File: src/rtl/aif_pkg.sv
// constants shared by the interrupt flag bank modules
`default_nettype none
package aif_pkg;
	// register offsets on the control port
	localparam logic [6:0] AIF_OFS_DAC_LATCHED = 7'h2c;
	localparam logic [6:0] AIF_OFS_ADC_LATCHED = 7'h2d;
	localparam logic [6:0] AIF_OFS_DAC_LIVE = 7'h2e;
	localparam logic [6:0] AIF_OFS_ADC_LIVE = 7'h2f;
	// number of condition inputs and sticky flags
	localparam int AIF_NUM_COND = 8;
	localparam int AIF_NUM_STICKY = 7;
	// condition vector positions
	localparam int AIF_C_SHORT_L = 7;
	localparam int AIF_C_SHORT_R = 6;
	localparam int AIF_C_BUTTON = 5;
	localparam int AIF_C_HEADSET = 4;
	localparam int AIF_C_DRC_L = 3;
	localparam int AIF_C_DRC_R = 2;
	localparam int AIF_C_AGC = 1;
	localparam int AIF_C_DC = 0;
	// sticky vector positions
	localparam int AIF_S_SHORT_L = 6;
	localparam int AIF_S_SHORT_R = 5;
	localparam int AIF_S_BUTTON = 4;
	localparam int AIF_S_HEADSET = 3;
	localparam int AIF_S_DRC_L = 2;
	localparam int AIF_S_DRC_R = 1;
	localparam int AIF_S_AGC = 0;
	// field positions inside the registers
	localparam int AIF_B_DC = 2;
	localparam int AIF_B_AGC = 6;
	// reset values
	localparam logic [7:0] AIF_RST_COND = 8'h00;
	localparam logic [6:0] AIF_RST_STICKY = 7'h00;
	localparam logic [7:0] AIF_RST_RDATA = 8'h00;
	localparam logic [2:0] AIF_RST_ADC_LATCHED_RSV = 3'h0;
	localparam logic [3:0] AIF_RST_ADC_LIVE_RSV = 4'h0;
endpackage
`default_nettype wire

File: src/rtl/aif_flag_if.sv
// carrier between the register logic and the sticky flag bank
`timescale 1ns/1ps
`default_nettype none
interface aif_flag_if #(parameter int W = 7);
	logic [W-1:0] set_evt;
	logic [W-1:0] clr;
	logic [W-1:0] flags;
	modport bank(input set_evt, input clr, output flags);
	modport user(output set_evt, output clr, input flags);
endinterface
`default_nettype wire

File: src/rtl/aif_event_flags.sv
// interrupt flag registers: latched and live status of codec events
// Summary of operation
// RULE1: reading a latched register clears its sticky bits
// RULE2: cleared flag stays zero until new trigger
// RULE3: dac latched D7 sets on left short
// RULE4: dac latched D6 sets on right short
// RULE5: dac latched D5 sets on button press
// RULE6: dac latched D4 sets on headset plug change
// RULE7: dac latched D3/D2 set on compressor power
// RULE8: adc latched D6 sets on gain-control noise
// RULE9: adc D2 shows dc measurement availability
// RULE10: live dac D7/D6 show shorts, not cleared
// RULE11: live D5 button, D4 headset inserted
// RULE12: live D3/D2 show compressor power above threshold
// RULE13: live adc D6 shows noise below threshold
// RULE14: host writes zeros to reserved bits only
// RULE15: sticky flags set on live condition rising
// RULE16: read-only bits ignore writes, reserved read zero; the writable adc reserved bits read back the value last written
`timescale 1ns/1ps
`default_nettype none
module aif_event_flags
	import aif_pkg::*;
(
	input wire logic ref_clk_in,
	input wire logic rst_n_in,
	input wire logic [6:0] reg_addr_in,
	input wire logic reg_rd_in,
	input wire logic reg_wr_in,
	input wire logic [7:0] reg_wdata_in,
	output logic [7:0] reg_rdata_out,
	input wire logic short_left_in,
	input wire logic short_right_in,
	input wire logic button_in,
	input wire logic headset_in,
	input wire logic drc_power_left_in,
	input wire logic drc_power_right_in,
	input wire logic agc_noise_in,
	input wire logic dc_meas_ready_in
);
	logic [AIF_NUM_COND-1:0] cond_meta;
	logic [AIF_NUM_COND-1:0] live;
	logic [AIF_NUM_COND-1:0] live_prev;
	logic [2:0] adc_latched_rsv;
	logic [3:0] adc_live_rsv;
	wire logic [AIF_NUM_COND-1:0] cond_raw;
	wire logic [AIF_NUM_COND-1:0] cond_rise;
	wire logic [AIF_NUM_STICKY-1:0] sticky;
	wire logic [AIF_NUM_STICKY-1:0] evt;
	wire logic hit_dac_latched;
	wire logic hit_adc_latched;
	wire logic hit_dac_live;
	wire logic hit_adc_live;
	wire logic rd_dac_latched;
	wire logic rd_adc_latched;
	wire logic [7:0] val_dac_latched;
	wire logic [7:0] val_adc_latched;
	wire logic [7:0] val_dac_live;
	wire logic [7:0] val_adc_live;
	wire logic [7:0] next_rdata;
	wire logic [2:0] next_adc_latched_rsv;
	wire logic [3:0] next_adc_live_rsv;

	aif_flag_if #(.W(AIF_NUM_STICKY)) fl ();

	aif_sticky_bank #(.W(AIF_NUM_STICKY)) u_bank (
		.ref_clk_in(ref_clk_in),
		.rst_n_in(rst_n_in),
		.fl(fl.bank)
	);

	assign cond_raw = {short_left_in, short_right_in, button_in, headset_in,
		drc_power_left_in, drc_power_right_in, agc_noise_in, dc_meas_ready_in};

	// condition pins come from analog detectors: two flops before use
	always_ff @(posedge ref_clk_in or negedge rst_n_in) begin
		if (!rst_n_in) begin
			cond_meta <= AIF_RST_COND;
			live <= AIF_RST_COND;
			live_prev <= AIF_RST_COND;
		end else begin
			cond_meta <= cond_raw;
			live <= cond_meta;
			live_prev <= live;
		end
	end

	// sticky events follow the live condition edges; a held level never re-arms
	assign cond_rise = live & ~live_prev; // RULE15 RULE2
	assign evt[AIF_S_SHORT_L] = cond_rise[AIF_C_SHORT_L]; // RULE3
	assign evt[AIF_S_SHORT_R] = cond_rise[AIF_C_SHORT_R]; // RULE4
	assign evt[AIF_S_BUTTON] = cond_rise[AIF_C_BUTTON]; // RULE5
	// plug change: insertion or removal
	assign evt[AIF_S_HEADSET] = live[AIF_C_HEADSET] ^ live_prev[AIF_C_HEADSET]; // RULE6
	assign evt[AIF_S_DRC_L] = cond_rise[AIF_C_DRC_L]; // RULE7
	assign evt[AIF_S_DRC_R] = cond_rise[AIF_C_DRC_R]; // RULE7
	assign evt[AIF_S_AGC] = cond_rise[AIF_C_AGC]; // RULE8

	assign hit_dac_latched = (reg_addr_in == AIF_OFS_DAC_LATCHED);
	assign hit_adc_latched = (reg_addr_in == AIF_OFS_ADC_LATCHED);
	assign hit_dac_live = (reg_addr_in == AIF_OFS_DAC_LIVE);
	assign hit_adc_live = (reg_addr_in == AIF_OFS_ADC_LIVE);
	assign rd_dac_latched = reg_rd_in && hit_dac_latched;
	assign rd_adc_latched = reg_rd_in && hit_adc_latched;

	assign fl.set_evt = evt;
	// a read clears exactly the sticky bits of the register read
	assign fl.clr = {{6{rd_dac_latched}}, rd_adc_latched}; // RULE1
	assign sticky = fl.flags;

	// read-only reserved bits read as zero
	assign val_dac_latched = {sticky[AIF_S_SHORT_L:AIF_S_DRC_R], 2'b00}; // RULE16
	assign val_adc_latched = {adc_latched_rsv[2], sticky[AIF_S_AGC], 3'b000,
		live[AIF_C_DC], adc_latched_rsv[1:0]}; // RULE9
	assign val_dac_live = {live[AIF_C_SHORT_L:AIF_C_DRC_R], 2'b00}; // RULE10 RULE11 RULE12
	assign val_adc_live = {adc_live_rsv[3], live[AIF_C_AGC], adc_live_rsv[2], 2'b00,
		live[AIF_C_DC], adc_live_rsv[1:0]}; // RULE13 RULE9

	assign next_rdata = hit_dac_latched ? val_dac_latched :
		hit_adc_latched ? val_adc_latched :
		hit_dac_live ? val_dac_live :
		hit_adc_live ? val_adc_live : 8'h00;

	// only the writable reserved bits store; flag bits ignore writes
	assign next_adc_latched_rsv = (reg_wr_in && hit_adc_latched) ?
		{reg_wdata_in[7], reg_wdata_in[1:0]} : adc_latched_rsv; // RULE16
	assign next_adc_live_rsv = (reg_wr_in && hit_adc_live) ?
		{reg_wdata_in[7], reg_wdata_in[5], reg_wdata_in[1:0]} : adc_live_rsv; // RULE16

	always_ff @(posedge ref_clk_in or negedge rst_n_in) begin
		if (!rst_n_in) begin
			reg_rdata_out <= AIF_RST_RDATA;
			adc_latched_rsv <= AIF_RST_ADC_LATCHED_RSV;
			adc_live_rsv <= AIF_RST_ADC_LIVE_RSV;
		end else begin
			if (reg_rd_in) begin
				reg_rdata_out <= next_rdata;
			end
			adc_latched_rsv <= next_adc_latched_rsv;
			adc_live_rsv <= next_adc_live_rsv;
		end
	end
endmodule
`default_nettype wire

File: src/rtl/aif_sticky_bank.sv
// bank of sticky flags, set by events and cleared by reads
`timescale 1ns/1ps
`default_nettype none
module aif_sticky_bank
	import aif_pkg::*;
#(
	parameter int W = AIF_NUM_STICKY
) (
	input wire logic ref_clk_in,
	input wire logic rst_n_in,
	aif_flag_if.bank fl
);
	logic [W-1:0] flags;
	wire logic [W-1:0] next_flags;

	if (W < 1) begin : g_bad_width
		$error("sticky bank needs at least one flag");
	end

	// a set in the clearing cycle wins so that no event is lost
	assign next_flags = (flags & ~fl.clr) | fl.set_evt; // RULE1
	assign fl.flags = flags;

	always_ff @(posedge ref_clk_in or negedge rst_n_in) begin
		if (!rst_n_in) begin
			flags <= W'(AIF_RST_STICKY);
		end else begin
			flags <= next_flags;
		end
	end
endmodule
`default_nettype wire
File: config.mk
export PLATFORM = sky130hd
export DESIGN_NAME = aif_event_flags
export DESIGN_NICKNAME = d
export VERILOG_FILES = /design/src/rtl/aif_pkg.sv /design/src/rtl/aif_flag_if.sv /design/src/rtl/aif_event_flags.sv /design/src/rtl/aif_sticky_bank.sv
export SDC_FILE = /design/constraint.sdc
export NUM_CORES = 1
export LEC_CHECK = 0
export ABC_AREA = 1
export BUFFER_PORTS_ARGS = -buffer_cell sky130_fd_sc_hd__buf_2
export CAP_MARGIN = 10
export CORE_MARGIN = 3
export CORE_UTILIZATION = 40
export DETAILED_ROUTE_END_ITERATION = 10
export REMOVE_ABC_BUFFERS = 1
export SLEW_MARGIN = 30
export SYNTH_ARGS = -nofsm -noshare
export SYNTH_HDL_FRONTEND = slang
export SYNTH_SLANG_ARGS = --single-unit
File: constraint.sdc
create_clock -name ref_clk_in -period 0.9 [get_ports ref_clk_in]
set_input_delay 0 -clock ref_clk_in [delete_from_list [all_inputs] [get_ports ref_clk_in]]
set_output_delay 0 -clock ref_clk_in [all_outputs]
set_load 0.1 [all_outputs]
==> impl_metrics.csv, run 1 <==
group,metric,value,unit
drt,vias,1344,
finish,seqCellArea,0.00113,mm²
pwr,powerDensity,1590,mW/mm²
clock_tree,clkSinkCount,45,
pwr,finalPower,3850,µW
pwr,ir_drop,0.00121,V
timing,worst_pin_slew,331,ps
drt,drcViolationCount,0,
clock_tree,cts_buffers,5,
logic_synthesis,synth_cell_types,19,
floorplan,initial_core_util,0.425,
flow_run,cap_viol_max_count,0,
logic_synthesis,ys_warn_count,0,
setup_path,critPathTopFamily,"flip-flops",
place,gp_congestion,0.787,
global_routing,grt_pass1_vias,1334,
timing,hold_violations,0,
logic_synthesis,synthArstFlopShare,1.00,
timing,fmax,1.07,GHz
timing,rsz0062_at_grt,"yes",
timing,setup_violations,6,
floorplan,core,0.00412,mm²
finish,final_util,0.586,
timing,finalClockSkew,7.60,ps
finish,multi_input_area,515,µm²
global_routing,overflow,0,
setup_path,crit_fanout,2,
drt,post_drt_via_cell_ratio,4.73,
logic_synthesis,synth_top_area_frac,0.643,
setup_path,max_stage_delay,430,ps
timing,fin_crit_sh,1.04,
drt,first_pass_iters,4,
finish,nFillCells,377,
logic_synthesis,synth_common_cells,"dfrtp_1, nand2_1, nand3_1",
logic_synthesis,netlist_area,0.00175,mm²
run_status,violations,"setup timing",
logic_synthesis,synth_seq_cells,45,
setup_path,arrival,930,ps
floorplan,num_rows,23,
clock_tree,htree_levels,2,
logic_synthesis,synthTopCellsByArea,"dfrtp_1, nand2_1, nand3_1, inv_1, o21ai_0",
timing,fin_ws,-32.9,ps
logic_synthesis,synth_largest_area_cell,"dfrtp_1",
clock_tree,clockRootBuffer,"clkbuf_8",
global_routing,antenna_found_initial,0,
clock_tree,cts_tree,"done",
clock_tree,cts_max_path_buffers,2,
timing,final.min_clock_period,933,ps
drt,drt-total-wl,3370,µm
finish,drive_above_1_share,0.286,
drt,wire_per_inst,11.9,µm
logic_synthesis,postSynth.topFlopCell,"dfrtp_1",
setup_path,required,900,ps
setup_path,cp_cell_sequence,"buf_12",
clock_tree,clock_latency,300,ps
setup_path,end_kind,"output port",
drt,first_iter_violations,85,
logic_synthesis,ys_seq_area_frac,0.643,
timing,whs,84.0,ps
floorplan,die_h,72.2,µm
timing,setup_tns,-46.9,ps
min_path,hold_class,"input port to flop",
logic_synthesis,syn_inst,174,
floorplan,die_x,72.2,µm
setup_path,crit_slowest_cell,"dfrtp_1",
finish,syn_to_final_growth,37.8,%
logic_synthesis,syn_area_per_cell,10.1,µm²
place,preCtsSetupSlack,-54.7,ps
global_routing,grtUsageTotal,0.149,
timing,finalMaxSlewViolations,0,
clock_tree,path_clk_slew,90,ps
place,port_buffers,30,
timing,relSlewSlack,0.779,
floorplan,die_area,0.00521,mm²
clock_tree,cts_resized,0,
finish,fin_nets,260,
setup_path,crit_buf_inv,1,
pwr,p_leak,0.00118,µW
setup_path,worst_setup_path_start_kind,"flop",
floorplan,io_pins,35,
logic_synthesis,yosysMostFrequentCell,"dfrtp_1",
finish,antennaDiodeCount,0,
place,hpwlAfterDp,2440,µm
setup_path,worstSetupPathType,"flop to output port",
global_routing,grt_max_degree,35,
drt,ant_nets,0,
global_routing,grt_pass1_wl,5960,µm
run_status,outcome,"finished with violations",
logic_synthesis,synth_edf_count,0,
==> kinds of logic (layout without fill, tap and decap cells) <==
| family | count (synthesis) | in the layout | synth area share |
|---|---|---|---|
| AOI/OAI and AO/OA | 22 | 22 | 0.0715 |
| xor gates and xnor gates | 1 | 1 | 0.00500 |
| buffers and inverters | 25 | 85 | 0.0622 |
| DFF | 45 | 45 | 0.643 |
| and+or+nand+nor | 81 | 81 | 0.218 |
==> power by group <==
group          switching (µW)  leakage [µW]  internal [µW]
logic                     213      0.000620            176
registers                48.5      0.000512           2120
clock network             733     0.0000447            560
total                     994       0.00118           2850
==> sequential cells by signal, summed over array words and instances (netlist names) <==
name             count
live_prev            7
live                 8
adc_live_rsv         4
cond_meta            8
reg_rdata_out        8
u_bank.fl.flags      7
adc_latched_rsv      3
==> worst paths after layout <==
kind	from	to	slack [ps]	cells after the start
max in group asynchronous	rst_n_in	live[0]	310	3
min in group asynchronous	rst_n_in	reg_rdata_out[1]	120	2
max	reg_rdata_out[6]	reg_rdata_out[6]	-30	1
min reg2reg	cond_meta[1]	live[1]	350	0
min	reg_rd_in	reg_rdata_out[1]	80	4
max reg2reg	live[7]	reg_rdata_out[7]	90	4
==> stage by stage <==
step | cell area, µm² | instances
6_report | 2410 | 284
2_1_floorplan | 1720 | 170
3_5_place_dp | 2170 | 260
3_3_place_gp | 2170 | 260
4_1_cts | 2400 | 283
5_1_grt | 2410 | 284
==> per-layer routing <==
| layer | up-vias | GRT usage | share of wire |
|---|---|---|---|
| met4 | 0 | 0.0501 | 0.016 |
| met1 | 632 | 0.187 | 0.44 |
| met5 | - | 0 | 0 |
| met2 | 36 | 0.246 | 0.49 |
| met3 | 5 | 0.0443 | 0.058 |
| li1 | 671 | - | - |
==> placed cells by master (no fill, tap or decap), types with 4 or more instances in the layout <==
cell,instances
clkbuf_8,5
nand2_2,8
o21ai_2,4
o21ai_0,15
dlygate4sd3_1,13
nand2_1,34
buf_4,10
nor2_1,9
buf_12,11
inv_1,20
dfrtp_1,45
buf_2,22
nand3_1,23
==> cell type report <==
type | instances | area share
clock buffer | 5 | 0.0285
clock inverter | 3 | 0.0104
inverter | 21 | 0.0327
multi-input combinational | 104 | 0.214
sequential | 45 | 0.467
tap | 50 | 0.0259
timing repair buffer | 56 | 0.222
==> timing repair <==
action	in CTS	in global routing
endpoints found under the setup margin	8	8
buffers inserted	2	1
hold buffers	13	0
endpoints found under the hold margin	60	0
(Power assumes the default switching activity.)
==> inputs of run 2 (changes only) <==
Settings changed: SKIP_CTS_REPAIR_TIMING set to 1.
==> run 2 against run 1 <==
  * The flow still finishes with violations (setup timing)
  * Maximum frequency shrank 0.24%
  * Die area is the same
  * Largest power group unchanged
  * Wire length shrank 0.27%
  * Non-clock buffer count is the same
  * Clock skew shrank 1.4 ps
  * Register-to-register slack is essentially flat
  * Final area is the same
  * Hold slack is essentially flat
==> impl_metrics.csv, run 2 (synthesis gave the netlist of run 1 again) <==
group,metric,value,unit
run_status,outcome,"finished with violations",
run_status,violations,"setup timing",
clock_tree,cts_max_path_buffers,2,
setup_path,cp_cell_sequence,"buf_12",
global_routing,grt_pass1_wl,5750,µm
timing,rsz0062_at_grt,"yes",
flow_run,cap_viol_max_count,0,
pwr,switching_share,0.258,
drt,vias,1358,
finish,drive_above_1_share,0.286,
min_path,holdPathEnd,"reg_rdata_out[1]",
global_routing,grt_pass1_vias,1283,
drt,ant_nets,0,
setup_path,reg2reg_slack,90,ps
setup_path,crit_slowest_cell,"dfrtp_1",
setup_path,crit_fanout,2,
clock_tree,htree_levels,2,
pwr,p_int,2850,µW
finish,final_util,0.586,
drt,first_pass_iters,5,
setup_path,max_stage_delay,430,ps
global_routing,overflow,0,
floorplan,core,0.00412,mm²
drt,drcViolationCount,0,
min_path,hp-start,"reg_rd_in",
timing,relSlewSlack,0.779,
timing,finalClockSkew,6.25,ps
setup_path,end_kind,"output port",
setup_path,worstSetupPathType,"flop to output port",
min_path,hold_class,"input port to flop",
timing,finalMaxSlewViolations,0,
clock_tree,path_clk_slew,90,ps
pwr,pwr-share-comb,0.101,
global_routing,grt_max_degree,35,
drt,post_drt_via_cell_ratio,4.78,
pwr,p_clk_frac,0.336,
clock_tree,clkSinkCount,45,
floorplan,initial_core_util,0.425,
place,gp_congestion,0.787,
global_routing,grtUsageTotal,0.144,
drt,drt-total-wl,3360,µm
setup_path,worstRegToRegCells,4,
finish,nFillCells,373,
finish,fin_nets,260,
setup_path,critPathTopFamily,"flip-flops",
timing,hold_violations,0,
setup_path,r2r_start,"live[7]",
floorplan,io_pins,35,
timing,whs,83.8,ps
finish,syn_to_final_growth,37.8,%
setup_path,crit_buf_inv,1,
clock_tree,clock_latency,300,ps
global_routing,antenna_found_initial,0,
drt,wire_per_inst,11.8,µm
timing,fmax,1.07,GHz
timing,setup_tns,-43.0,ps
floorplan,die_x,72.2,µm
clock_tree,clockRootBuffer,"clkbuf_8",
setup_path,rr_endpoint,"reg_rdata_out[7]",
finish,final_cell_mix,"dfrtp_1, nand2_1, nand3_1",
pwr,powerDensity,1590,mW/mm²
floorplan,die_area,0.00521,mm²
drt,first_iter_violations,72,
place,hpwlAfterDp,2440,µm
timing,setup_violations,5,
finish,layout_commonest_cell,"dfrtp_1",
timing,worst_pin_slew,332,ps
setup_path,worst_setup_path_start_kind,"flop",
pwr,power_frac_seq,0.563,
timing,fin_crit_sh,1.04,
pwr,p_leak,0.00118,µW
min_path,hold_depth,4,
clock_tree,cts_buffers,5,
pwr,p_switching,992,µW
floorplan,num_rows,23,
finish,antennaDiodeCount,0,
setup_path,required,900,ps
pwr,ir_drop,0.00121,V
finish,reg_top3,"cond_meta x8, live x8, reg_rdata_out x8",
timing,fin_ws,-35.1,ps
place,port_buffers,30,
setup_path,arrival,940,ps
timing,final.min_clock_period,935,ps
floorplan,die_h,72.2,µm
clock_tree,cts_tree,"done",
==> run 2: worst max path at each step <==
| stage | from | endpoint | slack (ps) | cells after the start |
|---|---|---|---|---|
| floorplan | reg_rdata_out[2] | reg_rdata_out[2] | -340 | 4 |
| global placement | reg_addr_in[1] | reg_rdata_out[7] | -30 | 9 |
| detailed placement | reg_addr_in[0] | u_bank.fl.flags[1] | -50 | 7 |
| CTS | reg_rdata_out[6] | reg_rdata_out[6] | -40 | 1 |
| global route | reg_rdata_out[6] | reg_rdata_out[6] | -60 | 1 |
| finish | reg_rdata_out[6] | reg_rdata_out[6] | -40 | 1 |
==> run 2: power by group through the flow <==
stage	clock network [µW]	logic [µW]	registers [µW]
CTS	1310	348	2170
detailed placement	0	347	2210
global placement	0	336	2200
finish	1290	389	2160
floorplan	0	111	2230
global route	1420	433	2180
==> run 2: stage by stage <==
stage	instance area, µm²	worst slack (ps)	cells	power (µW)
after floorplan	1720	-336	170	2340
after global placement	2170	-32.5	260	2540
after detailed placement	2170	-54.7	260	2550
after CTS	2260	-39.1	268	3820
after global routing	2410	-59.9	284	4030
final	2410	-35.1	284	3840
==> run 2: layer usage <==
metal	track usage	wire (µm)	vias to the layer above
met5	0	0	-
met4	0.0564	68	0
met3	0.0443	251	7
met2	0.235	1630	47
met1	0.179	1410	635
li1	-	-	669
==> run 2: final cells by class <==
class | instances | area, µm² | area share
clock buffers | 5 | 68.8 | 0.0285
flip-flops and latches | 45 | 1130 | 0.467
well taps | 50 | 62.6 | 0.0259
repair buffers | 56 | 536 | 0.222
inverters | 21 | 78.8 | 0.0327
multi-input cells | 104 | 515 | 0.214
clock inverters | 3 | 25.0 | 0.0104
==> inputs of run 3 (changes only) <==
Settings changed: ABC_AREA 1 to unset, CORE_MARGIN 3 to 2.
==> run 3 against run 2 <==
  * The flow still finishes with violations (setup timing)
  * Hold slack gained 47 ps
  * First-iteration DRC count shrank 43%
  * Critical path depth grew 2
  * Die area shrank 12%
  * Largest cell class unchanged
==> impl_metrics.csv, run 3 <==
group,metric,value,unit
run_status,outcome,"finished with violations",
run_status,violations,"setup timing",
logic_synthesis,synthTopCellsByArea,"dfrtp_1, a22o_1, mux2_2, mux4_2, mux2i_1",
setup_path,required,1090,ps
drt,wl_met2,1430,µm
clock_tree,path_clk_slew,80,ps
finish,antennaDiodeCount,0,
timing,fin_crit_sh,1.39,
logic_synthesis,synth_seq_cells,45,
drt,drt-total-wl,3020,µm
logic_synthesis,synth_top_family_by_area,"multiplexers",
timing,final.min_clock_period,1250,ps
setup_path,rr_endpoint,"reg_rdata_out[6]",
clock_tree,clkSinkCount,45,
drt,post_drt_via_cell_ratio,4.69,
min_path,holdPathEnd,"reg_rdata_out[0]",
clock_tree,clockRootBuffer,"clkbuf_8",
logic_synthesis,synthArstFlopShare,1.00,
timing,relSlewSlack,0.791,
drt,drcViolationCount,0,
global_routing,grt_pass1_vias,1056,
finish,layout_commonest_cell,"dfrtp_1",
clock_tree,htree_levels,2,
logic_synthesis,ys_warn_count,0,
setup_path,arrival,1440,ps
logic_synthesis,syn_inst,101,
place,hpwlAfterDp,2110,µm
finish,fin_nets,202,
timing,worst_pin_slew,311,ps
floorplan,die_area,0.00457,mm²
global_routing,overflow,0,
finish,reg_top3,"cond_meta x8, live x8, reg_rdata_out x8",
place,gp_congestion,0.771,
drt,routedLengthMet1,1380,µm
drt,vias,1056,
floorplan,die_x,67.6,µm
logic_synthesis,yosysMostFrequentCell,"dfrtp_1",
floorplan,core,0.00394,mm²
timing,setup_tns,-1030,ps
drt,first_iter_violations,41,
logic_synthesis,synth_compound_area_frac,0.0905,
timing,fmax,0.799,GHz
min_path,hold_depth,3,
floorplan,initial_core_util,0.410,
drt,ant_nets,0,
logic_synthesis,syn_area_per_cell,16.0,µm²
setup_path,crit_fanout,2,
clock_tree,cts_tree,"done",
floorplan,io_pins,35,
place,port_buffers,30,
clock_tree,cts_buffers,5,
timing,whs,131,ps
logic_synthesis,netlist_area,0.00162,mm²
clock_tree,cts_max_path_buffers,2,
timing,finalMaxSlewViolations,0,
timing,setup_violations,8,
logic_synthesis,synth_largest_area_cell,"dfrtp_1",
logic_synthesis,synth_common_cells,"dfrtp_1, a22o_1, mux2_2",
setup_path,critPathTopFamily,"multiplexers",
logic_synthesis,synth_top_area_frac,0.696,
setup_path,end_kind,"flop",
logic_synthesis,synthSimpleGateAreaFrac,0.0688,
setup_path,cp_cell_sequence,"nand3b_1 -> mux4_2 -> a22o_1",
min_path,hp-start,"reg_addr_in[0]",
timing,finalClockSkew,3.41,ps
logic_synthesis,synthMuxAreaShare,0.116,
setup_path,max_stage_delay,450,ps
finish,final_cell_mix,"dfrtp_1, buf_4, buf_2",
global_routing,grt_max_degree,46,
min_path,hold_class,"input port to flop",
setup_path,crit_buf_inv,0,
logic_synthesis,synth_fa_ha_area_frac,0,
finish,syn_to_final_growth,51.7,%
timing,rsz0062_at_grt,"yes",
setup_path,worst_setup_path_start_kind,"flop",
floorplan,die_h,67.6,µm
pwr,p_leak,0.00118,µW
global_routing,grtUsageTotal,0.151,
setup_path,reg2reg_slack,-350,ps
setup_path,r2r_start,"u_bank.fl.flags[5]",
finish,drive_above_1_share,0.480,
pwr,ir_drop,0.00102,V
flow_run,cap_viol_max_count,0,
timing,fin_ws,-352,ps
drt,first_pass_iters,2,
drt,wl_met3,143,µm
logic_synthesis,synth_cell_types,24,
logic_synthesis,postSynth.topFlopCell,"dfrtp_1",
setup_path,worstSetupPathType,"flop to flop",
global_routing,grt_pass1_wl,4850,µm
setup_path,crit_slowest_cell,"mux4_2",
logic_synthesis,ys_seq_area_frac,0.696,
setup_path,worstRegToRegCells,3,
floorplan,num_rows,23,
drt,top_layer_used,"met4",
timing,hold_violations,0,
clock_tree,clock_latency,290,ps
pwr,powerDensity,1620,mW/mm²
drt,wire_per_inst,13.4,µm
global_routing,antenna_found_initial,0,
logic_synthesis,synth_edf_count,0,
logic_synthesis,synth-xor-area-share,0.00541,
## run 3: cell families (layout without fill, tap and decap cells)
family	count (synthesis)	after routing
flops	45	45
simple gates	14	14
buf+inv	9	83
compound gates	17	17
xor+xnor	1	1
mux	15	15
## run 3: final cells by class
| cell class | instances | area [µm²] |
|---|---|---|
| Clock buffer | 5 | 68.8 |
| Clock inverter | 2 | 35.0 |
| Fill cell | 305 | 1490 |
| Inverter | 6 | 22.5 |
| Multi-Input combinational cell | 47 | 505 |
| Sequential cell | 45 | 1130 |
| Tap cell | 50 | 62.6 |
| Timing Repair Buffer | 70 | 633 |
## run 3: through the flow
step	std cells	util	power (µW)	setup WS [ps]	cell area [µm²]
final	225	0.622	3970	-352	2450
after global routing	225	0.622	4160	-428	2450
after CTS	209	0.566	3950	-389	2230
after detailed placement	202	0.540	2520	-383	2130
after global placement	202	0.540	2510	-351	2130
after floorplan	98	-	2300	-338	1600
## run 3: worst reg2reg max path, cell delays in order, from the launching register on
cell and delay, ps:
dfrtp_1 380, nand3b_1 150, mux4_2 450, a22o_1 180
## run 3: worst max-delay path by stage
stage / from / endpoint / slack, ps / depth (start not counted)
3_3_place_gp: u_bank.fl.flags[5] / reg_rdata_out[6] / -350 / 3
5_1_grt: u_bank.fl.flags[5] / reg_rdata_out[6] / -430 / 3
3_5_place_dp: reg_addr_in[4] / u_bank.fl.flags[1] / -380 / 4
4_1_cts: u_bank.fl.flags[5] / reg_rdata_out[6] / -390 / 3
6_report: u_bank.fl.flags[5] / reg_rdata_out[6] / -350 / 3
2_1_floorplan: u_bank.fl.flags[5] / reg_rdata_out[6] / -340 / 3
## run 3: per-layer routing
metal | global-route usage | vias up
li1 | - | 507
met1 | 0.195 | 521
met2 | 0.225 | 22
met3 | 0.0500 | 6
met4 | 0.0765 | 0
met5 | 0 | -
## run 3: power breakdown
part           total, µW  leakage [µW]  internal, µW  switching [µW]
Sequential          2140      0.000536          2110            39.2
Clock               1410     0.0000540           806             606
Combinational        410      0.000593           235             174
